File: config.mk
export PLATFORM = sky130hd
export DESIGN_NAME = dbo_top
export DESIGN_NICKNAME = d
export VERILOG_FILES = /design/src/logic/dbo_pkg.sv /design/src/logic/dbo_burst_seq.sv /design/src/logic/dbo_top.sv
export SDC_FILE = /design/constraint.sdc
export NUM_CORES = 1
export LEC_CHECK = 0
export BUFFER_PORTS_ARGS = -buffer_cell sky130_fd_sc_hd__buf_2
export CAP_MARGIN = 20
export CORE_UTILIZATION = 30
export CTS_BUF_LIST = sky130_fd_sc_hd__clkbuf_8
export CTS_CLUSTER_SIZE = 25
export DETAILED_ROUTE_END_ITERATION = 16
export SLEW_MARGIN = 20
export SYNTH_ARGS = -nofsm -noshare
export SYNTH_HDL_FRONTEND = slang
export SYNTH_HIERARCHICAL = 1
export SYNTH_SLANG_ARGS = --single-unit
File: constraint.sdc
create_clock -name clk -period 2.9 [get_ports clk]
set_clock_uncertainty 0.2 [all_clocks]
set_input_delay 0.58 -clock clk [delete_from_list [all_inputs] [get_ports clk]]
set_output_delay 0.58 -clock clk [all_outputs]
set_load 0.01 [all_outputs]
File: src/logic/dbo_pkg.sv
// constants and carriers for the burst ordering and latency mode register block
// assumes one clock domain; commands arrive already decoded from the command bus
package dbo_pkg;

    // ----------------------------------------------------------------
    // mode register map
    // ----------------------------------------------------------------
    localparam logic [5:0] DBO_LAT_MR_ADDR     = 6'h02;
    localparam logic [7:0] DBO_LAT_MR_RESET    = 8'h00;
    localparam int         DBO_RL_LSB          = 0;
    localparam int         DBO_WL_LSB          = 3;
    localparam int         DBO_WLS_BIT         = 6;
    localparam int         DBO_WLEV_BIT        = 7;
    localparam logic [7:0] DBO_READBACK_MASK   = 8'hf8;

    // ----------------------------------------------------------------
    // burst geometry
    // ----------------------------------------------------------------
    localparam logic [4:0] DBO_LAST_BEAT_BL16  = 5'h0f;
    localparam logic [4:0] DBO_LAST_BEAT_BL32  = 5'h1f;

    // ----------------------------------------------------------------
    // command and beat carriers
    // ----------------------------------------------------------------
    typedef enum logic [2:0] {
        DBO_CMD_READ  = 3'h0,
        DBO_CMD_WRITE = 3'h1,
        DBO_CMD_MRW   = 3'h2,
        DBO_CMD_MRR   = 3'h3,
        DBO_CMD_OTHER = 3'h4
    } dbo_kind_t;

    typedef struct packed {
        logic       valid;
        dbo_kind_t  kind;
        logic [5:0] mr_addr;
        logic [7:0] op;
        logic       bl32;    // burst_len_setting: 1 = 32 beats
        logic [2:0] col_hi;  // column_address_bits C4..C2
    } dbo_cmd_t;

    typedef struct packed {
        logic       valid;
        logic       is_write;
        logic       last;
        logic [4:0] col;     // beat address within the 32-beat block
    } dbo_beat_t;

    typedef struct packed {
        logic [5:0] read_latency;
        logic [4:0] read_to_precharge_cycles;
        logic [5:0] write_latency;
    } dbo_lat_t;

endpackage

File: src/logic/dbo_burst_seq.sv
// beat address sequencer for one read or write burst
// assumes start is only raised while ready is high
`timescale 1ns/1ps
`default_nettype none
module dbo_burst_seq
    import dbo_pkg::*;
(
    input  wire logic       clk,       // 250 MHz clock
    input  wire logic       arst_n,    // async reset, active low
    input  wire logic       start,     // take a burst this edge
    input  wire logic       is_write,  // burst direction
    input  wire logic       bl32,      // 32 beats when high
    input  wire logic [2:0] col_hi,    // C4..C2 of the command
    output logic            ready,     // may start a burst
    output dbo_beat_t       beat       // registered beat stream
);

    // ----------------------------------------------------------------
    // beat address arithmetic
    // ----------------------------------------------------------------
    function automatic logic [4:0] beat_col(input logic [4:0] k, input logic wr,
                                            input logic l32, input logic half,
                                            input logic [1:0] off);
        logic [3:0] lo;
        logic       hi;
        lo = wr ? k[3:0] : 4'({off, 2'b00} + k[3:0]);
        hi = 1'b0;
        if (l32) begin
            hi = wr ? k[4] : (half ^ k[4]);
        end
        return {hi, lo};
    endfunction

    logic       busy_r;
    logic [4:0] cnt_r;
    logic       wr_r;
    logic       l32_r;
    logic       half_r;
    logic [1:0] off_r;

    // C1:C0 never arrive, so the start sits on a 4-beat boundary
    wire logic [1:0] new_off  = is_write ? 2'b00 : col_hi[1:0];
    wire logic       new_half = is_write ? 1'b0 : col_hi[2];
    wire logic [4:0] last_k   = l32_r ? DBO_LAST_BEAT_BL32 : DBO_LAST_BEAT_BL16;
    wire logic       at_last  = (cnt_r == last_k);

    assign ready = ~busy_r;

    // ----------------------------------------------------------------
    // sequencing
    // ----------------------------------------------------------------
    always_ff @(posedge clk or negedge arst_n) begin
        if (!arst_n) begin
            busy_r <= 1'b0;
            cnt_r  <= 5'h00;
            wr_r   <= 1'b0;
            l32_r  <= 1'b0;
            half_r <= 1'b0;
            off_r  <= 2'b00;
            beat   <= '0;
        end else if (start && !busy_r) begin
            busy_r <= 1'b1;
            cnt_r  <= 5'h01;
            wr_r   <= is_write;
            l32_r  <= bl32;
            half_r <= new_half;
            off_r  <= new_off;
            beat   <= '{1'b1, is_write, 1'b0, beat_col(5'h00, is_write, bl32, new_half, new_off)};
        end else if (busy_r) begin
            busy_r <= ~at_last;
            cnt_r  <= 5'(cnt_r + 5'h01);
            beat   <= '{1'b1, wr_r, at_last, beat_col(cnt_r, wr_r, l32_r, half_r, off_r)};
        end else begin
            beat   <= '0;
        end
    end

endmodule
`default_nettype wire

File: src/logic/dbo_top.sv
// latency mode register with two set-point copies, write leveling hold
// and burst address ordering for reads and writes
// assumes commands are decoded on clk; set-point and inversion bits come from
// sibling mode registers on the same clock
//
// Functional notes
// - 16-beat read starts at C3:C2 times four, wraps modulo 16, ignores C4.
// - reads start on 4-beat boundary; low two column bits absent, taken as zero.
// - device treats the two lowest column bits as zero on every burst.
// - writes run plain ascending from burst start for 16 and 32 beats.
// - latency register at address 2: RL 2:0, WL 5:3, set select 6, leveling 7.
// - read latency 6..36 and read-to-precharge 8..16 without read inversion.
// - read latency 6,12,16,22,28 with read inversion; upper codes uncertain.
// - write latency set A codes give 4 to 18 in steps of two.
// - write latency set B codes give 4,8,12,18,22,26,30,34.
// - set select 0 picks A by default; leveling off until written one.
// - after leveling bit set, stay in write state until a write clears it.
// - two copies per bit; a write updates only the write-selected copy.
// - operation uses only the operating-selected copy; inactive copy is free; leveling here follows bit 7 of any write, to either copy.
`timescale 1ns/1ps
`default_nettype none
module dbo_top
    import dbo_pkg::*;
(
    input  wire logic       clk,                        // 250 MHz clock
    input  wire logic       arst_n,                     // async reset, active low
    input  wire dbo_cmd_t   cmd,                        // decoded command
    input  wire logic       set_point_write_select,     // copy written by mrw
    input  wire logic       set_point_operating_select, // copy in use
    input  wire logic       read_inversion_enable,      // read inversion on
    output dbo_beat_t       beat,                       // burst beat stream
    output dbo_lat_t        lat,                        // active latencies
    output logic            write_leveling_active,      // leveling hold state
    output logic            mrr_valid,                  // readback strobe
    output logic [7:0]      mrr_data,                   // readback value
    output logic            cmd_refused                 // command ignored
);

    // ----------------------------------------------------------------
    // latency tables
    // ----------------------------------------------------------------
    function automatic dbo_lat_t lat_decode(input logic [7:0] mr, input logic inv);
        dbo_lat_t r;
        r = '0;
        if (!inv) begin
            case (mr[DBO_RL_LSB +: 3])
                3'h0: begin
                    r.read_latency             = 6'd6;
                    r.read_to_precharge_cycles = 5'd8;
                end
                3'h1: begin
                    r.read_latency             = 6'd10;
                    r.read_to_precharge_cycles = 5'd8;
                end
                3'h2: begin
                    r.read_latency             = 6'd14;
                    r.read_to_precharge_cycles = 5'd8;
                end
                3'h3: begin
                    r.read_latency             = 6'd20;
                    r.read_to_precharge_cycles = 5'd8;
                end
                3'h4: begin
                    r.read_latency             = 6'd24;
                    r.read_to_precharge_cycles = 5'd10;
                end
                3'h5: begin
                    r.read_latency             = 6'd28;
                    r.read_to_precharge_cycles = 5'd12;
                end
                3'h6: begin
                    r.read_latency             = 6'd32;
                    r.read_to_precharge_cycles = 5'd14;
                end
                default: begin
                    r.read_latency             = 6'd36;
                    r.read_to_precharge_cycles = 5'd16;
                end
            endcase
        end else begin
            case (mr[DBO_RL_LSB +: 3])
                3'h0: begin
                    r.read_latency             = 6'd6;
                    r.read_to_precharge_cycles = 5'd8;
                end
                3'h1: begin
                    r.read_latency             = 6'd12;
                    r.read_to_precharge_cycles = 5'd8;
                end
                3'h2: begin
                    r.read_latency             = 6'd16;
                    r.read_to_precharge_cycles = 5'd8;
                end
                3'h3: begin
                    r.read_latency             = 6'd22;
                    r.read_to_precharge_cycles = 5'd8;
                end
                3'h4: begin
                    r.read_latency             = 6'd28;
                    r.read_to_precharge_cycles = 5'd10;
                end
                3'h5: begin
                    r.read_latency             = 6'd28;
                    r.read_to_precharge_cycles = 5'd12;
                end
                3'h6: begin
                    r.read_latency             = 6'd36;
                    r.read_to_precharge_cycles = 5'd14;
                end
                default: begin
                    r.read_latency             = 6'd36;
                    r.read_to_precharge_cycles = 5'd16;
                end
            endcase
        end
        if (!mr[DBO_WLS_BIT]) begin
            case (mr[DBO_WL_LSB +: 3])
                3'h0: r.write_latency = 6'd4;
                3'h1: r.write_latency = 6'd6;
                3'h2: r.write_latency = 6'd8;
                3'h3: r.write_latency = 6'd10;
                3'h4: r.write_latency = 6'd12;
                3'h5: r.write_latency = 6'd14;
                3'h6: r.write_latency = 6'd16;
                default: r.write_latency = 6'd18;
            endcase
        end else begin
            case (mr[DBO_WL_LSB +: 3])
                3'h0: r.write_latency = 6'd4;
                3'h1: r.write_latency = 6'd8;
                3'h2: r.write_latency = 6'd12;
                3'h3: r.write_latency = 6'd18;
                3'h4: r.write_latency = 6'd22;
                3'h5: r.write_latency = 6'd26;
                3'h6: r.write_latency = 6'd30;
                default: r.write_latency = 6'd34;
            endcase
        end
        return r;
    endfunction

    // ----------------------------------------------------------------
    // leveling state machine
    // ----------------------------------------------------------------
    typedef enum logic [1:0] {
        DBO_ST_RUN   = 2'b01,
        DBO_ST_LEVEL = 2'b10
    } dbo_state_t;

    dbo_state_t state_r;
    dbo_state_t state_nxt;
    logic [7:0] copy_r [2];
    logic       seq_ready;

    wire logic is_lat_mr  = (cmd.mr_addr == DBO_LAT_MR_ADDR);
    wire logic is_mrw_lat = cmd.valid && (cmd.kind == DBO_CMD_MRW) && is_lat_mr;
    // while leveling, only a write of this register that clears the bit is taken
    wire logic lvl_exit   = is_mrw_lat && !cmd.op[DBO_WLEV_BIT];
    wire logic in_level   = (state_r == DBO_ST_LEVEL);
    wire logic is_burst   = (cmd.kind == DBO_CMD_READ) || (cmd.kind == DBO_CMD_WRITE);
    wire logic lvl_block  = in_level && cmd.valid && !lvl_exit;
    // a burst arriving while one is still running is dropped, not queued
    wire logic busy_block = cmd.valid && !in_level && is_burst && !seq_ready;
    wire logic take       = cmd.valid && !lvl_block && !busy_block;
    wire logic do_mrw     = take && is_mrw_lat;
    wire logic do_mrr     = take && (cmd.kind == DBO_CMD_MRR);
    wire logic do_burst   = take && is_burst;
    wire logic [7:0] rd_copy  = copy_r[set_point_write_select];
    wire logic [7:0] op_copy  = copy_r[set_point_operating_select];
    wire dbo_lat_t   lat_nxt  = lat_decode(op_copy, read_inversion_enable);

    always_comb begin
        case (state_r)
            DBO_ST_RUN:   state_nxt = (do_mrw && cmd.op[DBO_WLEV_BIT]) ? DBO_ST_LEVEL
                                                                       : DBO_ST_RUN;
            DBO_ST_LEVEL: state_nxt = do_mrw ? DBO_ST_RUN : DBO_ST_LEVEL;
            default:      state_nxt = DBO_ST_RUN;
        endcase
    end

    // ----------------------------------------------------------------
    // register copies and registered outputs
    // ----------------------------------------------------------------
    always_ff @(posedge clk or negedge arst_n) begin
        if (!arst_n) begin
            state_r               <= DBO_ST_RUN;
            copy_r[0]             <= DBO_LAT_MR_RESET;
            copy_r[1]             <= DBO_LAT_MR_RESET;
            lat                   <= '0;
            write_leveling_active <= 1'b0;
            mrr_valid             <= 1'b0;
            mrr_data              <= 8'h00;
            cmd_refused           <= 1'b0;
        end else begin
            state_r <= state_nxt;
            if (do_mrw) begin
                copy_r[set_point_write_select] <= cmd.op;
            end
            lat                   <= lat_nxt;
            write_leveling_active <= (state_nxt == DBO_ST_LEVEL);
            mrr_valid             <= do_mrr;
            mrr_data              <= (do_mrr && is_lat_mr) ? (rd_copy & DBO_READBACK_MASK)
                                                           : 8'h00;
            cmd_refused           <= lvl_block || busy_block;
        end
    end

    // ----------------------------------------------------------------
    // burst ordering
    // ----------------------------------------------------------------
    dbo_burst_seq u_seq (
        .clk      (clk),
        .arst_n   (arst_n),
        .start    (do_burst),
        .is_write (cmd.kind == DBO_CMD_WRITE),
        .bl32     (cmd.bl32),
        .col_hi   (cmd.col_hi),
        .ready    (seq_ready),
        .beat     (beat)
    );

endmodule
`default_nettype wire

## After elaboration in Yosys (flattened, before gate mapping)

Cells that the tools add are included.

| storage, ports and cells | value |
|---|---|
| bits in registers | 65 |
| input bits | 27 |
| output and inout port bits | 36 |
| word-level logic and storage cells | 112 |

| cells by class | value |
|---|---|
| $add $sub $neg | 2 |
| magnitude comparators | 3 |
| eq/ne operators | 20 |
| muxes and demuxes | 34 |
| bitwise operators | 4 |
| reductions and logical operators | 29 |

Operators by type and width:

| kind | number |
|---|---|
| $pmux W11 S7 | 2 |
| $mux W8 | 7 |
| $pmux W6 S7 | 1 |
| $pmux W5 S7 | 1 |
| $mux W7 | 3 |
| $eq A3 B2 Y1 const B | 6 |
| $eq A3 B3 Y1 const B | 6 |
| $logic_and A1 B1 Y1 | 17 |
| $bwmux W16 | 1 |
| $mux W5 | 3 |
| $mux W11 | 1 |
| $eq A3 B1 Y1 const B | 3 |
| $logic_not A3 Y1 | 3 |
| $demux W8 S1 | 1 |
| $mux W4 | 2 |
| $mux W1 | 7 |
| $eq A6 B2 Y1 const B | 1 |
| $logic_not A1 Y1 | 6 |
| $mux W2 | 3 |
| $mux W6 | 1 |
| $add A5 B1 Y5 const B | 1 |
| $eq A5 B5 Y1 | 1 |
| $add A4 B4 Y4 | 1 |
| $eq A2 B2 Y1 const B | 2 |
| other kinds (9) | 12 |

## Longest topological paths before layout

| logic depth | value |
|---|---|
| word-level depth | 14 |
| gate-level depth with buffers | 9 |
| mapped depth without buffers | 7 |

## By module

The synthesis kept the hierarchy.

By module, submodules not included:

| module | instances | cells each | area an instance (um^2) | sequential area each (um^2) |
|---|---|---|---|---|
| dbo_top | 1 | 168 | 1990.7 | 1002.2 |
| dbo_burst_seq | 1 | 70 | 822.0 | 475.5 |

## Worst setup path before layout

OpenSTA, ideal clock, no wires.

| path | value |
|---|---|
| path type | register -> register |
| from | register state_r[0] |
| to | register u_seq.l32_r |
| library setup time | 0.127 ns |
| arrival time | 2.396 ns |
| data required time | 2.573 ns |
| slack | 0.177 ns |
| stages on the path, launching flop included | 9 |
| path buffers | 2 |
| period minus slack after synthesis | 2.723 ns |
| path through | dfstp_2 -> inv_1 -> ha_1 -> clkbuf_1 -> or4b_2 -> nor2_1 -> nand2b_1 -> buf_4 -> mux2_1 |

| between the ends | value |
|---|---|
| longest elaborated chain between the ends | 9 |
| elaborated cells on any way between the ends | 13 |
| classes of those cells | eq/ne: 1; reduce/logical: 12 |

RTL lines:

| what | RTL line | text |
|---|---|---|
| start, declared | dbo_top.sv:150 | `dbo_state_t state_r;` |
| start signal, assigned | dbo_top.sv:195 | `state_r <= state_nxt;` |
| $eq A2 B2 Y1 (*) | dbo_top.sv:159 | `wire logic in_level = (state_r == DBO_ST_LEVEL);` |
| $logic_not A1 Y1 | dbo_top.sv:163 | `wire logic busy_block = cmd.valid && !in_level && is_burst && !seq_ready;` |
| $logic_and A1 B1 Y1 (3 in a row) | dbo_top.sv:163 |  |
| $logic_not A1 Y1 | dbo_top.sv:164 | `wire logic take = cmd.valid && !lvl_block && !busy_block;` |
| $logic_and A1 B1 Y1 (*) | dbo_top.sv:164 |  |
| $logic_and A1 B1 Y1 (*) | dbo_top.sv:167 | `wire logic do_burst = take && is_burst;` |
| named net do_burst | dbo_top.sv:167 |  |
| $logic_and A1 B1 Y1 (*) | dbo_burst_seq.sv:61 | `end else if (start && !busy_r) begin` |
| end signal, assigned | dbo_burst_seq.sv:65 | `l32_r <= bl32;` |
| end, declared | dbo_burst_seq.sv:37 | `logic l32_r;` |

Mark *: on every way through the listed nets, which the timed path passes. The rest lies on a longest branch.
A chain may end at the register's enable or synchronous reset.

## Worst setup path in the final report

| path | value |
|---|---|
| from | register state_r[0] |
| to | register u_seq/beat[3] (netlist name) |

| between the ends | value |
|---|---|
| longest elaborated chain between the ends | 10 |
| elaborated cells on any way between the ends | 14 |
| classes of those cells | eq/ne: 1; mux: 1; reduce/logical: 12 |

RTL lines:

| what | RTL line |
|---|---|
| $eq A2 B2 Y1 (*) | dbo_top.sv:159 |
| $logic_not A1 Y1 | dbo_top.sv:163 |
| $logic_and A1 B1 Y1 (3 in a row) | dbo_top.sv:163 |
| $logic_not A1 Y1 | dbo_top.sv:164 |
| $logic_and A1 B1 Y1 (*) | dbo_top.sv:164 |
| $logic_and A1 B1 Y1 (*) | dbo_top.sv:167 |
| named net do_burst | dbo_top.sv:167 |
| $logic_and A1 B1 Y1 (*) | dbo_burst_seq.sv:61 |
| $mux W8 (*) | dbo_burst_seq.sv:61 |

Marked as above.

==> metrics <==
outcome finished clean; first-pass GRT wire length 9820 um; multiplexer share of the synthesized area 13.0%; vias in the first global route 2046; row cnt 34; CP Class register to register; drt pass-1 iters 4; Initial DRC Count 31; Final #Nets 339; critical-path maximum fanout 8; Port Buffers 56; fin. max-slew vios 0; DR WL/cell about 14 um; Layout area overhead 21.7%; crit-path max cell delay roughly 0.66 ns; xor/xnor cell area share of the yosys netlist 2.18%; core area 0.00889 mm2; Worst Hold Class input pin to asynchronous set/reset pin; Setup Buffers After CTS 0; initial core utilization between 30% and 40%; Overflow after GRT 0; Clock Latency Late Sink 0.33 ns; CTS Hold Bufs 0; CP Cell Sequence inv_1, ha_1, or4b_2, nor2_1, nand2b_1, nor3b_2, a311o_1; Final Hold Vio Count 0; static leakage 1.71 nW; crit path max-delay cell type or4b_2; Antenna Diode Count 0; fin crit share 87.1%; GRT Total Usage 13.0%; Critical Path AT 2.59 ns; Synth cell types 50; pwr dens 667 mW/mm2; number of max-cap violations 0; setup_tns 0 ns; Layout Utilization 38.5%; Bufs and invs on worst path 1; Die ar. just under 0.01 mm2; Synth Area in Simple Gates 16.0%; Worst Tran Pin Value ~0.66 ns; Post-synth ARST share 100%; largest family of logic cells by synthesized area simple AND/OR/NAND/NOR gates; H-tree lvl count 3; RSZ-0062 raised after global routing false; # IOs 63; number of enable flip-flop cells after synthesis 0; Routed WL 5670 um; initial antenna violation count 0; Max VDD drop about 0.00023 V; R2R setup slack 0.38 ns; setup violators final 0; CTS clock-pin slew for the worst setup and hold paths roughly 0.070 ns; Sink Count 59; Crit path required time 2.97 ns; number of CTS-inserted buffers 9; YS warnings 6; largest net degree at the start of global routing 31; Main synth FF type dfrtp_1; syn_area_per_cell 11.8 um2; Mapped Cells 238; total number of vias 1998; CTS tree built; fmax 0.396 GHz; min Tclk post-route 2.52 ns; Worst slew margin 54.6%; layout cells sized above 1 34.6%; post-route antenna net violation count 0; Final HPWL DP between 4000 and 5000 um; fillers 854; Die Wd a little under 100 um; Post-CTS Resized 0; drc violations 0; critical path launch point type register; synthesized area 0.00281 mm2; Adder-Cell Fraction of Synth Area 3.56%; GPL Wtd Cong 0.789; Seq/Total Area, Yosys 52.5%; #FFs+latches synth 59; Synth Area in Compound Gates 8.14%; Vias/cell roughly 4.8; Longest Clk Path Bufs 2; Die Ht 98.8 um; critical path capture point type register; Clock Root Buffer clkbuf_8; CP top delay family simple AND/OR/NAND/NOR gates
[synthesized netlist by cell type (4+ instances only)]
master     n  share of area (%)
nor2_1    15                2.0
o21ai_0    5               0.89
mux2_2    19                7.6
and2_1     4               0.89
inv_1     13                1.7
nor3_1     7                1.2
nand2b_1   5                1.1
xnor2_1    4                1.2
buf_4      8                2.1
dfrtp_1   58                 52
nand2_1   13                1.7
a21oi_1    6                1.1
mux2i_1   14                5.0
ha_1       8                3.6
[state kept, by name (all words and copies together) (netlist names)]
register and cells:
u_seq/l32_r 1, copy_r 16, write_leveling_active 1, cmd_refused 1
mrr_valid 1, u_seq/half_r 1, u_seq/cnt_r 5, state_r 2
u_seq/beat 8, mrr_data 5, u_seq/off_r 2, u_seq/wr_r 1
u_seq/busy_r 1, lat 14
[kinds of logic (layout without fill, tap and decap cells)]
group | count (synthesis) | in the layout
AO/OA/AOI/OAI | 34 | 34
AND/OR/NAND/NOR | 70 | 70
multiplexers | 34 | 34
buffers and inverters | 25 | 91
other | 1 | 6
flip-flops | 59 | 59
adder cells (fa/ha/maj) | 8 | 8
XOR/XNOR | 7 | 7
[per-stage QoR]
step	hold WS (ns)	cells	setup slack (ns)	instance area, um2	power, W
global route	0.146	417	0.207	3420	0.00243
global placement	0.276	401	0.436	3230	0.00154
floorplan	0.0844	243	0.177	2830	0.00139
detailed placement	0.277	401	0.392	3230	0.00156
CTS	0.110	417	0.379	3420	0.00231
finish	0.0897	417	0.375	3420	0.00228
[power by group]
group	total (W)	switching, W	internal, W
clock network	0.000746	0.000334	0.000412
registers	0.00106	0.000103	0.000954
logic	0.000478	0.000242	0.000236
total	0.00228	0.000679	0.00160
[worst paths after layout]
kind	from	depth (start not counted)	end
setup reg to reg	state_r[0]	7	u_seq/beat[3]
max in group asynchronous	arst_n	2	lat[8]
hold / removal	arst_n	1	mrr_data[7]
min in group clk	cmd[3]	2	u_seq/l32_r
setup / recovery	state_r[0]	7	u_seq/beat[3]
hold reg to reg	u_seq/off_r[0]	1	u_seq/off_r[0]
[layer usage]
metal	track usage (%)	vias to the layer above	wire length, um
li1	-	971	-
met1	16.4	977	2710
met2	20.7	40	2650
met3	3.19	10	207
met4	6.54	0	100
met5	0	-	0
[cell type report]
cell class              count  area (um2)  area share (%)
repair buffers             62         338            9.87
flip-flops and latches     59        1480            43.2
well taps                 108         135            3.95
inverters                  13        48.8            1.43
clock inverters             6        56.3            1.65
multi-input cells         159        1230            35.9
clock buffers              10         138            4.02
[placed cells by master, fill, tap and decap left out, types with 4 or more instances in the layout]
cell type,count
conb_1,6
a21oi_1,6
xnor2_1,4
mux2i_1,14
o21ai_0,5
buf_4,5
mux2_2,19
nand2_1,13
ha_1,8
dfrtp_1,58
nor2_1,15
clkbuf_8,10
nor3_1,7
and2_1,4
buf_2,56
inv_1,14
nand2b_1,5
[worst reg2reg max path, stage by stage, from the launching register on]
cell and delay, ns:
dfstp_2 0.53, inv_1 0.04, ha_1 0.19, or4b_2 0.66, nor2_1 0.16, nand2b_1 0.25
nor3b_2 0.28, a311o_1 0.15
Note: power is estimated with default switching activity, not from simulation.
